==> config.mk <==
export PLATFORM = sky130hd
export DESIGN_NAME = timer16_capture_control_regs
export DESIGN_NICKNAME = d
export VERILOG_FILES = /design/src/verilog/pin_sync_filter.v /design/src/verilog/prescale_tick.v /design/src/verilog/timer16_capture_control_regs.v
export VERILOG_INCLUDE_DIRS = /design/src /design/src/verilog
export SDC_FILE = /design/constraint.sdc
export NUM_CORES = 1
export LEC_CHECK = 0
export ABC_AREA = 1
export BUFFER_PORTS_ARGS = -buffer_cell sky130_fd_sc_hd__buf_2
export CAP_MARGIN = 20
export CORE_ASPECT_RATIO = 2
export CORE_UTILIZATION = 53
export CTS_CLUSTER_SIZE = 30
export DETAILED_ROUTE_END_ITERATION = 6
export GPL_TIMING_DRIVEN = 0
export PLACE_DENSITY = 0.81
export SETUP_SLACK_MARGIN = 0.02
export SLEW_MARGIN = 15
export SYNTH_ARGS = -nofsm -noshare
export SYNTH_HDL_FRONTEND = slang
export SYNTH_SLANG_ARGS = --single-unit
==> constraint.sdc <==
create_clock -name mclk_in -period 4.78 [get_ports mclk_in]
set_input_delay 0.478 -clock mclk_in [delete_from_list [all_inputs] [get_ports mclk_in]]
set_output_delay 0.478 -clock mclk_in [all_outputs]
set_load 0.005 [all_outputs]
==> src/verilog/timer16_defs.vh <==
// Constants for the 16-bit timer with capture: addresses, bit positions, codes
`ifndef TIMER16_DEFS_VH
`define TIMER16_DEFS_VH
`define ADDR_CTRL_A 8'h00
`define ADDR_CTRL_B 8'h04
`define ADDR_CNT_L 8'h08
`define ADDR_CNT_H 8'h0C
`define ADDR_CMPA_L 8'h10
`define ADDR_CMPA_H 8'h14
`define ADDR_CMPB_L 8'h18
`define ADDR_CMPB_H 8'h1C
`define ADDR_CAP_L 8'h20
`define ADDR_CAP_H 8'h24
`define ADDR_MASK 8'h28
`define ADDR_FLAGS 8'h2C
`define CTRLB_FILTER 7
`define CTRLB_EDGE 6
`define CTRLB_RSVD 5
`define CTRLB_WGM_MSB 4
`define CTRLB_WGM_LSB 3
`define CTRLB_CS_MSB 2
`define CTRLA_FORCE_A 3
`define CTRLA_FORCE_B 2
`define IRQ_CAP 5
`define IRQ_CMPA 4
`define IRQ_CMPB 3
`define IRQ_OVF 2
`define CS_STOP 3'h0
`define CS_DIV1 3'h1
`define CS_DIV8 3'h2
`define CS_DIV64 3'h3
`define CS_DIV256 3'h4
`define CS_DIV1024 3'h5
`define CS_EXT_FALL 3'h6
`define CS_EXT_RISE 3'h7
`define PRE_MASK_8 10'h007
`define PRE_MASK_64 10'h03F
`define PRE_MASK_256 10'h0FF
`define PRE_MASK_1024 10'h3FF
`define TOP_8BIT 16'h00FF
`define TOP_9BIT 16'h01FF
`define TOP_10BIT 16'h03FF
`define TOP_MAX 16'hFFFF
`define BOTTOM 16'h0000
`define FILTER_SAMPLES 4
`define RST_BYTE 8'h00
`endif

==> src/verilog/pin_sync_filter.v <==
// Two-flop pin synchroniser with an optional equal-sample noise filter
`timescale 1ns/1ps
`default_nettype none
`include "timer16_defs.vh"
module pin_sync_filter #(
  parameter FILTER_LEN = `FILTER_SAMPLES
) (
  // Clock, reset, enable
  input wire mclk_in,
  input wire rst_n_in,
  input wire ce_in,
  // Pin and control
  input wire pin_in,
  input wire filter_en_in,
  // Clean level
  output reg level_out
);
  reg meta_r;
  reg sync_r;
  reg [FILTER_LEN-1:0] hist_r;

  always @(posedge mclk_in or negedge rst_n_in) begin
    if (!rst_n_in) begin
      meta_r <= 1'b0;
      sync_r <= 1'b0;
      hist_r <= {FILTER_LEN{1'b0}};
      level_out <= 1'b0;
    end else if (ce_in) begin
      meta_r <= pin_in;
      sync_r <= meta_r;
      hist_r <= {hist_r[FILTER_LEN-2:0], sync_r};
      if (!filter_en_in)
        level_out <= sync_r;
      // Output moves only after a full run of equal samples
      else if (&hist_r)
        level_out <= 1'b1;
      else if (~|hist_r)
        level_out <= 1'b0;
    end
  end
endmodule // pin_sync_filter
`default_nettype wire

==> src/verilog/prescale_tick.v <==
// Timer clock selection: prescaled io clock or edges of the count pin
`timescale 1ns/1ps
`default_nettype none
`include "timer16_defs.vh"
module prescale_tick (
  // Clock, reset, enable
  input wire mclk_in,
  input wire rst_n_in,
  input wire ce_in,
  // Selection and synchronised count pin level
  input wire [2:0] clock_select_in,
  input wire ext_level_in,
  // One-cycle timer clock enable
  output reg tick_out
);
  reg [9:0] pre_r;
  reg ext_prev_r;
  reg tick_nxt;

  function tap;
    input [9:0] cnt;
    input [9:0] mask;
    begin
      tap = ((cnt & mask) == mask);
    end
  endfunction

  always @* begin
    case (clock_select_in)
      `CS_DIV1: tick_nxt = 1'b1;
      `CS_DIV8: tick_nxt = tap(pre_r, `PRE_MASK_8);
      `CS_DIV64: tick_nxt = tap(pre_r, `PRE_MASK_64);
      `CS_DIV256: tick_nxt = tap(pre_r, `PRE_MASK_256);
      `CS_DIV1024: tick_nxt = tap(pre_r, `PRE_MASK_1024);
      // Pin edges count even while the pin is driven as an output
      `CS_EXT_FALL: tick_nxt = ext_prev_r & ~ext_level_in;
      `CS_EXT_RISE: tick_nxt = ~ext_prev_r & ext_level_in;
      default: tick_nxt = 1'b0;
    endcase
  end

  always @(posedge mclk_in or negedge rst_n_in) begin
    if (!rst_n_in) begin
      pre_r <= 10'h000;
      ext_prev_r <= 1'b0;
      tick_out <= 1'b0;
    end else if (ce_in) begin
      pre_r <= pre_r + 10'h001;
      ext_prev_r <= ext_level_in;
      tick_out <= tick_nxt;
    end
  end
endmodule // prescale_tick
`default_nettype wire

==> src/verilog/timer16_capture_control_regs.v <==
// 16-bit timer with capture and two compare channels behind an APB slave
//
// What this block does
// - Filter needs four equal capture samples
// - Edge select: zero falling, one rising
// - Capture copies counter, sets capture flag
// - Capture disabled while capture is TOP
// - Clock select stops or divides io clock
// - Codes 110/111 count count-pin falling/rising
// - Count pin counts even when driven
// - Counter bytes share one high-byte latch
// - Counter write blocks next compare match
// - Compare registers compared with counter continuously
// - Compare writes go through high-byte latch
// - Capture source pin or comparator output
// - Capture usable as TOP, latched reads
// - Capture irq enable at mask bit 5
// - Compare A irq enable at bit 4
// - Compare B irq enable at bit 3
// - Overflow irq enable at bit 2
// - Capture flag on capture or TOP
// - Capture flag clears on vector or one
// - Compare flag set after match, cleared likewise
// - Overflow flag timing depends on mode
// - Forced compare sets no flag, no clear
`timescale 1ns/1ps
`default_nettype none
`include "timer16_defs.vh"
module timer16_capture_control_regs (
  // Clock, reset, enable
  input wire mclk_in,
  input wire nrst_in,
  input wire ce_in,
  // APB slave
  input wire psel_in,
  input wire penable_in,
  input wire pwrite_in,
  input wire [7:0] paddr_in,
  input wire [31:0] pwdata_in,
  output reg [31:0] prdata_out,
  output reg pready_out,
  output reg pslverr_out,
  // Pins and capture source
  input wire capture_pin_in,
  input wire comparator_out_in,
  input wire capture_from_comparator_in,
  input wire external_count_pin_in,
  // Interrupt side
  input wire global_irq_enable_in,
  input wire capture_ack_in,
  input wire compare_a_ack_in,
  input wire compare_b_ack_in,
  input wire overflow_ack_in,
  output reg capture_irq_out,
  output reg compare_a_irq_out,
  output reg compare_b_irq_out,
  output reg overflow_irq_out,
  // Hooks toward the waveform unit
  output reg compare_match_a_out,
  output reg compare_match_b_out,
  output reg forced_compare_a_out,
  output reg forced_compare_b_out
);
  ////////////////////////////////////////////////////////////////////////////
  // Reset release
  reg rst_meta_r;
  reg rst_n;
  always @(posedge mclk_in or negedge nrst_in) begin
    if (!nrst_in) begin
      rst_meta_r <= 1'b0;
      rst_n <= 1'b0;
    end else begin
      rst_meta_r <= 1'b1;
      rst_n <= rst_meta_r;
    end
  end

  ////////////////////////////////////////////////////////////////////////////
  // State
  reg [1:0] wgm_lo_r;
  reg [7:0] timer_ctrl_b_r;
  reg [15:0] counter_value_r;
  reg [15:0] compare_value_a_r;
  reg [15:0] compare_value_b_r;
  reg [15:0] capture_value_r;
  reg [7:0] temp_r;
  reg [3:0] irq_en_r;
  reg [3:0] irq_flag_r;
  reg count_up_r;
  reg block_match_r;
  reg capture_prev_r;
  reg [7:0] rd_hi_r;
  reg rd_latch_r;

  wire [3:0] waveform_mode = {timer_ctrl_b_r[`CTRLB_WGM_MSB:`CTRLB_WGM_LSB], wgm_lo_r};
  wire [2:0] clock_select = timer_ctrl_b_r[`CTRLB_CS_MSB:0];
  wire capture_filter_enable = timer_ctrl_b_r[`CTRLB_FILTER];
  wire capture_edge_select = timer_ctrl_b_r[`CTRLB_EDGE];

  ////////////////////////////////////////////////////////////////////////////
  // Mode decode
  function [15:0] top_of;
    input [3:0] m;
    input [15:0] cmpa;
    input [15:0] cap;
    begin
      case (m)
        4'h1, 4'h5: top_of = `TOP_8BIT;
        4'h2, 4'h6: top_of = `TOP_9BIT;
        4'h3, 4'h7: top_of = `TOP_10BIT;
        4'h4, 4'h9, 4'hB, 4'hF: top_of = cmpa;
        4'h8, 4'hA, 4'hC, 4'hE: top_of = cap;
        default: top_of = `TOP_MAX;
      endcase
    end
  endfunction

  function is_dual_slope;
    input [3:0] m;
    begin
      is_dual_slope = (m == 4'h1) || (m == 4'h2) || (m == 4'h3) || (m[3:2] == 2'h2);
    end
  endfunction

  function is_cap_top;
    input [3:0] m;
    begin
      is_cap_top = m[3] && !m[0];
    end
  endfunction

  function is_fast_pwm;
    input [3:0] m;
    begin
      is_fast_pwm = (m == 4'h5) || (m == 4'h6) || (m == 4'h7) || (m == 4'hE) || (m == 4'hF);
    end
  endfunction

  function is_non_pwm;
    input [3:0] m;
    begin
      is_non_pwm = (m == 4'h0) || (m == 4'h4) || (m == 4'hC);
    end
  endfunction

  wire [15:0] top_value = top_of(waveform_mode, compare_value_a_r, capture_value_r);
  wire dual = is_dual_slope(waveform_mode);
  wire cap_top = is_cap_top(waveform_mode);
  wire at_top = (counter_value_r == top_value);
  wire at_bottom = (counter_value_r == `BOTTOM);

  ////////////////////////////////////////////////////////////////////////////
  // Pin conditioning and timer clock
  wire capture_level;
  wire count_level;
  wire timer_tick;
  // Mux ahead of the synchroniser so both sources get the same filter
  wire capture_raw = capture_from_comparator_in ? comparator_out_in : capture_pin_in;

  pin_sync_filter #(.FILTER_LEN(`FILTER_SAMPLES)) u_capture_sync (
    .mclk_in(mclk_in),
    .rst_n_in(rst_n),
    .ce_in(ce_in),
    .pin_in(capture_raw),
    .filter_en_in(capture_filter_enable),
    .level_out(capture_level)
  );

  pin_sync_filter #(.FILTER_LEN(`FILTER_SAMPLES)) u_count_sync (
    .mclk_in(mclk_in),
    .rst_n_in(rst_n),
    .ce_in(ce_in),
    .pin_in(external_count_pin_in),
    .filter_en_in(1'b0),
    .level_out(count_level)
  );

  prescale_tick u_prescale (
    .mclk_in(mclk_in),
    .rst_n_in(rst_n),
    .ce_in(ce_in),
    .clock_select_in(clock_select),
    .ext_level_in(count_level),
    .tick_out(timer_tick)
  );

  ////////////////////////////////////////////////////////////////////////////
  // Events
  wire cap_edge = capture_edge_select ? (capture_level & ~capture_prev_r)
                                      : (~capture_level & capture_prev_r);
  wire capture_event = cap_edge & ~cap_top;
  wire match_a = timer_tick & ~block_match_r & (counter_value_r == compare_value_a_r);
  wire match_b = timer_tick & ~block_match_r & (counter_value_r == compare_value_b_r);
  reg ovf_event;
  always @* begin
    if (dual)
      ovf_event = timer_tick & at_bottom & ~count_up_r;
    else if (is_fast_pwm(waveform_mode))
      ovf_event = timer_tick & at_top;
    else
      ovf_event = timer_tick & (counter_value_r == `TOP_MAX);
  end
  wire cap_flag_set = capture_event | (cap_top & timer_tick & at_top);

  ////////////////////////////////////////////////////////////////////////////
  // APB access
  wire setup = psel_in & ~penable_in & ~pready_out;
  wire access = psel_in & penable_in & pready_out;
  wire wr = access & pwrite_in;
  wire [7:0] wbyte = pwdata_in[7:0];
  reg [7:0] rd_nxt;
  reg [7:0] rd_hi_nxt;
  reg rd_latch_nxt;
  reg err_nxt;

  always @* begin
    rd_nxt = `RST_BYTE;
    rd_hi_nxt = `RST_BYTE;
    rd_latch_nxt = 1'b0;
    err_nxt = 1'b0;
    case (paddr_in)
      `ADDR_CTRL_A: rd_nxt = {6'h00, wgm_lo_r};
      `ADDR_CTRL_B: rd_nxt = timer_ctrl_b_r;
      `ADDR_CNT_L: begin
        rd_nxt = counter_value_r[7:0];
        rd_hi_nxt = counter_value_r[15:8];
        rd_latch_nxt = 1'b1;
      end
      `ADDR_CNT_H: rd_nxt = temp_r;
      `ADDR_CMPA_L: rd_nxt = compare_value_a_r[7:0];
      `ADDR_CMPA_H: rd_nxt = compare_value_a_r[15:8];
      `ADDR_CMPB_L: rd_nxt = compare_value_b_r[7:0];
      `ADDR_CMPB_H: rd_nxt = compare_value_b_r[15:8];
      `ADDR_CAP_L: begin
        rd_nxt = capture_value_r[7:0];
        rd_hi_nxt = capture_value_r[15:8];
        rd_latch_nxt = 1'b1;
      end
      `ADDR_CAP_H: rd_nxt = temp_r;
      `ADDR_MASK: rd_nxt = {2'h0, irq_en_r, 2'h0};
      `ADDR_FLAGS: rd_nxt = {2'h0, irq_flag_r, 2'h0};
      default: err_nxt = 1'b1;
    endcase
  end

  always @(posedge mclk_in or negedge rst_n) begin
    if (!rst_n) begin
      prdata_out <= 32'h00000000;
      pready_out <= 1'b0;
      pslverr_out <= 1'b0;
      rd_hi_r <= `RST_BYTE;
      rd_latch_r <= 1'b0;
    end else if (ce_in) begin
      pready_out <= setup;
      if (setup) begin
        // Sample in setup; the access edge then commits the same snapshot
        prdata_out <= pwrite_in ? 32'h00000000 : {24'h000000, rd_nxt};
        pslverr_out <= err_nxt;
        rd_hi_r <= rd_hi_nxt;
        rd_latch_r <= rd_latch_nxt & ~pwrite_in;
      end else if (access) begin
        pslverr_out <= 1'b0;
      end
    end
  end

  ////////////////////////////////////////////////////////////////////////////
  // Control registers and shared high-byte latch
  always @(posedge mclk_in or negedge rst_n) begin
    if (!rst_n) begin
      wgm_lo_r <= 2'h0;
      timer_ctrl_b_r <= `RST_BYTE;
      irq_en_r <= 4'h0;
      temp_r <= `RST_BYTE;
      forced_compare_a_out <= 1'b0;
      forced_compare_b_out <= 1'b0;
    end else if (ce_in) begin
      forced_compare_a_out <= 1'b0;
      forced_compare_b_out <= 1'b0;
      if (access & ~pwrite_in & rd_latch_r)
        temp_r <= rd_hi_r;
      if (wr) begin
        case (paddr_in)
          `ADDR_CTRL_A: begin
            wgm_lo_r <= wbyte[1:0];
            // Strobes only reach the waveform unit: no flag, no counter clear
            forced_compare_a_out <= wbyte[`CTRLA_FORCE_A] & is_non_pwm(waveform_mode);
            forced_compare_b_out <= wbyte[`CTRLA_FORCE_B] & is_non_pwm(waveform_mode);
          end
          `ADDR_CTRL_B: timer_ctrl_b_r <= wbyte & ~(8'h01 << `CTRLB_RSVD);
          `ADDR_CNT_H, `ADDR_CMPA_H, `ADDR_CMPB_H, `ADDR_CAP_H: temp_r <= wbyte;
          `ADDR_MASK: irq_en_r <= wbyte[`IRQ_CAP:`IRQ_OVF];
          default: ;
        endcase
      end
    end
  end

  ////////////////////////////////////////////////////////////////////////////
  // Counter, compare and capture registers
  always @(posedge mclk_in or negedge rst_n) begin
    if (!rst_n) begin
      counter_value_r <= 16'h0000;
      compare_value_a_r <= 16'h0000;
      compare_value_b_r <= 16'h0000;
      capture_value_r <= 16'h0000;
      count_up_r <= 1'b1;
      block_match_r <= 1'b0;
      capture_prev_r <= 1'b0;
    end else if (ce_in) begin
      capture_prev_r <= capture_level;
      if (timer_tick) begin
        block_match_r <= 1'b0;
        if (dual) begin
          if (count_up_r && at_top) begin
            count_up_r <= 1'b0;
            counter_value_r <= counter_value_r - 16'h0001;
          end else if (!count_up_r && at_bottom) begin
            count_up_r <= 1'b1;
            counter_value_r <= counter_value_r + 16'h0001;
          end else if (count_up_r) begin
            counter_value_r <= counter_value_r + 16'h0001;
          end else begin
            counter_value_r <= counter_value_r - 16'h0001;
          end
        end else begin
          count_up_r <= 1'b1;
          counter_value_r <= at_top ? `BOTTOM : counter_value_r + 16'h0001;
        end
      end
      if (capture_event)
        capture_value_r <= counter_value_r;
      // Bus write has priority over count and capture
      if (wr) begin
        case (paddr_in)
          `ADDR_CNT_L: begin
            counter_value_r <= {temp_r, wbyte};
            block_match_r <= 1'b1;
          end
          `ADDR_CMPA_L: compare_value_a_r <= {temp_r, wbyte};
          `ADDR_CMPB_L: compare_value_b_r <= {temp_r, wbyte};
          `ADDR_CAP_L: capture_value_r <= {temp_r, wbyte};
          default: ;
        endcase
      end
    end
  end

  ////////////////////////////////////////////////////////////////////////////
  // Flags and interrupt lines
  wire wr_flags = wr & (paddr_in == `ADDR_FLAGS);
  wire [3:0] flag_clr = ({4{wr_flags}} & wbyte[`IRQ_CAP:`IRQ_OVF]) |
                        {capture_ack_in, compare_a_ack_in, compare_b_ack_in, overflow_ack_in};
  wire [3:0] flag_set = {cap_flag_set, match_a, match_b, ovf_event};
  wire [3:0] flag_nxt = flag_set | (irq_flag_r & ~flag_clr);
  wire [3:0] irq_nxt = irq_flag_r & irq_en_r & {4{global_irq_enable_in}};

  always @(posedge mclk_in or negedge rst_n) begin
    if (!rst_n) begin
      irq_flag_r <= 4'h0;
      capture_irq_out <= 1'b0;
      compare_a_irq_out <= 1'b0;
      compare_b_irq_out <= 1'b0;
      overflow_irq_out <= 1'b0;
      compare_match_a_out <= 1'b0;
      compare_match_b_out <= 1'b0;
    end else if (ce_in) begin
      irq_flag_r <= flag_nxt;
      capture_irq_out <= irq_nxt[3];
      compare_a_irq_out <= irq_nxt[2];
      compare_b_irq_out <= irq_nxt[1];
      overflow_irq_out <= irq_nxt[0];
      compare_match_a_out <= match_a;
      compare_match_b_out <= match_b;
    end
  end
endmodule // timer16_capture_control_regs
`default_nettype wire

==> flow_summary_export.csv <==
group,metric,value,unit
power_and_ir_drop,ir_worst_vdd,384,µV
synth,ys.flop_type,"dfrtp_1",
synth,yosysTopAreaCell,"dfrtp_1",
worst_setup_path,critPathArrivalTime,4.03,ns
detailed_routing,routed_wl,40.7,mm
global_route,gr-total-overflow,0,
detailed_routing,ant_nets,0,
clock_tree,cts-root-buf,"clkbuf_16",
die,coreArea,0.0177,mm²
synth,yosys.cell_types.count,48,
power_and_ir_drop,powerDensity,339,mW/mm²
place,place_hpwl,31.8,mm
worst_setup_path,crit_path_start_kind,"flip-flop",
global_route,grtUsageTotal,44.7,%
synth,synth_seq_cells,143,
global_route,grt_antenna_before_repair,1,
detailed_routing,viasPerCell,6.12,
finish,fin_area,0.0108,mm²
timing,fmax,0.270,GHz
detailed_routing,drt-initial-drc-count,918,
synth,synthArstFlopShare,100,%
global_route,grt_pass1_vias,10200,
finish,multi_input_area,0.00500,mm²
clock_tree,h-tree-depth,4,
clock_tree,cts.sinks,143,
place,place_worst_setup_slack,1.19,ns
die,die-area,0.0186,mm²
die,initial_core_util,53.9,%
synth,synth.avg_cell_area,7.06,µm²
synth,synthesis.area,0.00954,mm²
detailed_routing,met1_length,12.8,mm
worst_setup_path,worstPathMaxFanout,9,
place,gp_congestion,1.01,
power_and_ir_drop,seq_power_share,41.8,%
finish,seq_area,0.00358,mm²
finish,finalNetCount,1503,
die,die_h,192,µm
global_route,grt_pass1_wl,60.0,mm
timing,clock_skew,0.0145,ns
detailed_routing,drc_errors,1,
detailed_routing,wl_met3,2.53,mm
synth,yosysTopAreaCellShare,37.2,%
timing,period_minus_slack,3.70,ns
detailed_routing,route.met2.wl,20.5,mm
timing,rsz0062_at_grt,"no",
die,dieWidth,96.9,µm
synth,yosysMostFrequentCell,"nand2_1",
power_and_ir_drop,p_switching,0.00129,W
timing,drv_slew,0,
place,placed_area,0.0102,mm²
die,rows,69,
worst_setup_path,cp-end-kind,"flip-flop",
clock_tree,cts_inserted_buffers,17,
power_and_ir_drop,clock_power_share,35.6,%
timing,relSlewSlack,23.9,%
detailed_routing,wl_per_cell,24.3,µm
clock_tree,clk_latency,0.44,ns
clock_tree,cts.clk_slew.worst_paths,0.07,ns
timing,finalCritPeriodShare,77.4,%
clock_tree,clockBufferDepth,2,
die,ioPinCount,97,
synth,synth_cells,1351,
timing,hold_viol,0,
outcome,status,"finished, violations left",
worst_setup_path,timing_worst_setup_path_type,"flip-flop to flip-flop",
power_and_ir_drop,combPwrFrac,22.6,%
clock_tree,cts_tree,"yes",
synth,synth_warnings,0,
worst_setup_path,crit_required,5.11,ns
finish,nFillCells,1692,
power_and_ir_drop,internal_power,0.00235,W
detailed_routing,firstDrtPassIters,7,
synth,synth-edff-count,0,
synth,synth_commonest_cells,"326 x nand2_1, 142 x dfrtp_1, 139 x inv_1, 134 x o21ai_0, 110 x nor2_1",
timing,setup_violations,0,
clock_tree,post_cts_buffers,0,
outcome,failed_checks,"design-rule violations",
min_path,holdCritPathClass,"input port to flip-flop",
timing,tightest_slew,1.13,ns
finish,drive_gt1_share,9.61,%
global_route,grt_start_max_net_pins,61,
detailed_routing,top_layer,"met4",
finish,syn_to_final_growth,12.8,%
place,port_buffers,48,
synth,synthTopCellsByArea,"dfrtp_1 37%, nand2_1 13%, o21ai_0 7.0%",
timing,setup_ws,1.08,ns
job,drv_cap,0,
power_and_ir_drop,swShare,35.4,%
power_and_ir_drop,leakage,5.09,nW
detailed_routing,routed-via-count,10200,
synth,ys_seq_area_share,37.5,%
-- registers in the layout, summed over array words and instances, names as in the netlist, 4 cells and up --
register               count
prdata_out                 8
compare_value_a_r         16
irq_en_r                   4
timer_ctrl_b_r             7
u_capture_sync.hist_r      4
capture_value_r           16
irq_flag_r                 4
u_prescale.pre_r          10
temp_r                     8
compare_value_b_r         16
rd_hi_r                    8
counter_value_r           16
-- final cells by class --
type                       instances  area share, %
timing repair buffer              51           2.84
inverter                         149           5.20
clock buffer                      21           4.18
multi-input combinational        987           46.4
clock inverter                    11           1.01
buffer                            95           4.53
sequential                       143           33.3
tap                              213           2.48
antenna                            1         0.0232
-- per-layer routing --
| metal | track usage, % | up-vias |
|---|---|---|
| li1 | - | 4644 |
| met1 | 41.7 | 4802 |
| met2 | 78.0 | 552 |
| met3 | 8.84 | 221 |
| met4 | 47.1 | 0 |
| met5 | 0 | - |
-- layout by cell type, fill, tap and decap left out, types with 45 or more instances in the layout --
cell | synthesis | routed
a21oi_1 | 48 | 48
buf_2 | 8 | 56
clkbuf_1 | 55 | 58
dfrtp_1 | 142 | 141
inv_1 | 139 | 139
nand2_1 | 326 | 326
nand3_1 | 88 | 88
nand4_1 | 62 | 62
nor2_1 | 110 | 110
o21ai_0 | 134 | 134
xor2_1 | 45 | 45
-- metrics by stage --
stage	utilization, %	cells	power (W)	hold slack, ns	setup TNS (ns)
6_report	60.8	1671	0.00364	0.265	0
2_1_floorplan	-	1374	0.00201	0.182	0
4_1_cts	60.8	1670	0.00361	0.263	0
3_5_place_dp	57.6	1637	0.00233	0.266	0
5_1_grt	60.8	1671	0.00377	0.310	0
3_3_place_gp	57.3	1635	0.00231	0.264	-163.62
-- logic make-up (layout without fill, tap and decap cells) --
logic type	Yosys count	count (layout)	synth area share, %
flip-flops	143	143	37.5
AO/OA/AOI/OAI	271	271	16.6
adder cells (fa/ha/maj)	4	4	0.525
AND/OR/NAND/NOR	631	631	29.2
buffers and inverters	244	327	11.0
XOR/XNOR	54	54	4.96
multiplexers	2	2	0.210
other	2	26	0.0787
-- worst paths after layout --
kind	startpoint	cells past startpoint	slack [ns]	end
max	counter_value_r[0]	16	1.08	counter_value_r[12]
min	external_count_pin_in	3	0.26	u_count_sync.meta_r
max reg2reg	counter_value_r[0]	16	1.08	counter_value_r[12]
min reg2reg	rst_n	0	0.30	rd_hi_r[6]
max in group asynchronous	rst_n	1	3.78	count_up_r
min in group asynchronous	rst_n	0	0.30	rd_hi_r[6]
-- power groups by stage --
stage               Combinational [W]  Clock [W]  Sequential (W)
detailed placement           0.000798          0         0.00153
global route                 0.000903    0.00134         0.00153
global placement             0.000757          0         0.00155
floorplan                    0.000541          0         0.00147
CTS                          0.000801    0.00129         0.00151
finish                       0.000822    0.00130         0.00152
-- timing repair --
action / in CTS / in global routing
hold buffers: 1 / 0
endpoints found under the hold margin: 2 / 0
resized for setup: 0 / 0
-- worst max-delay path, cell delays in order, from the launching register on --
cell and delay, ns:
dfrtp_1 0.38, clkbuf_1 0.26, inv_1 0.40, ha_1 0.33, nand2_1 0.12, nor3_1 0.40, nand3_1 0.24, nand2_1 0.34
clkinv_1 0.45, nor2_1 0.21, nor2_1 0.05, nand3_1 0.07, nand3_1 0.10, nand2_1 0.08, nand2_1 0.05, nand2_1 0.07
nand2_1 0.05
(Power assumes the default switching activity.)
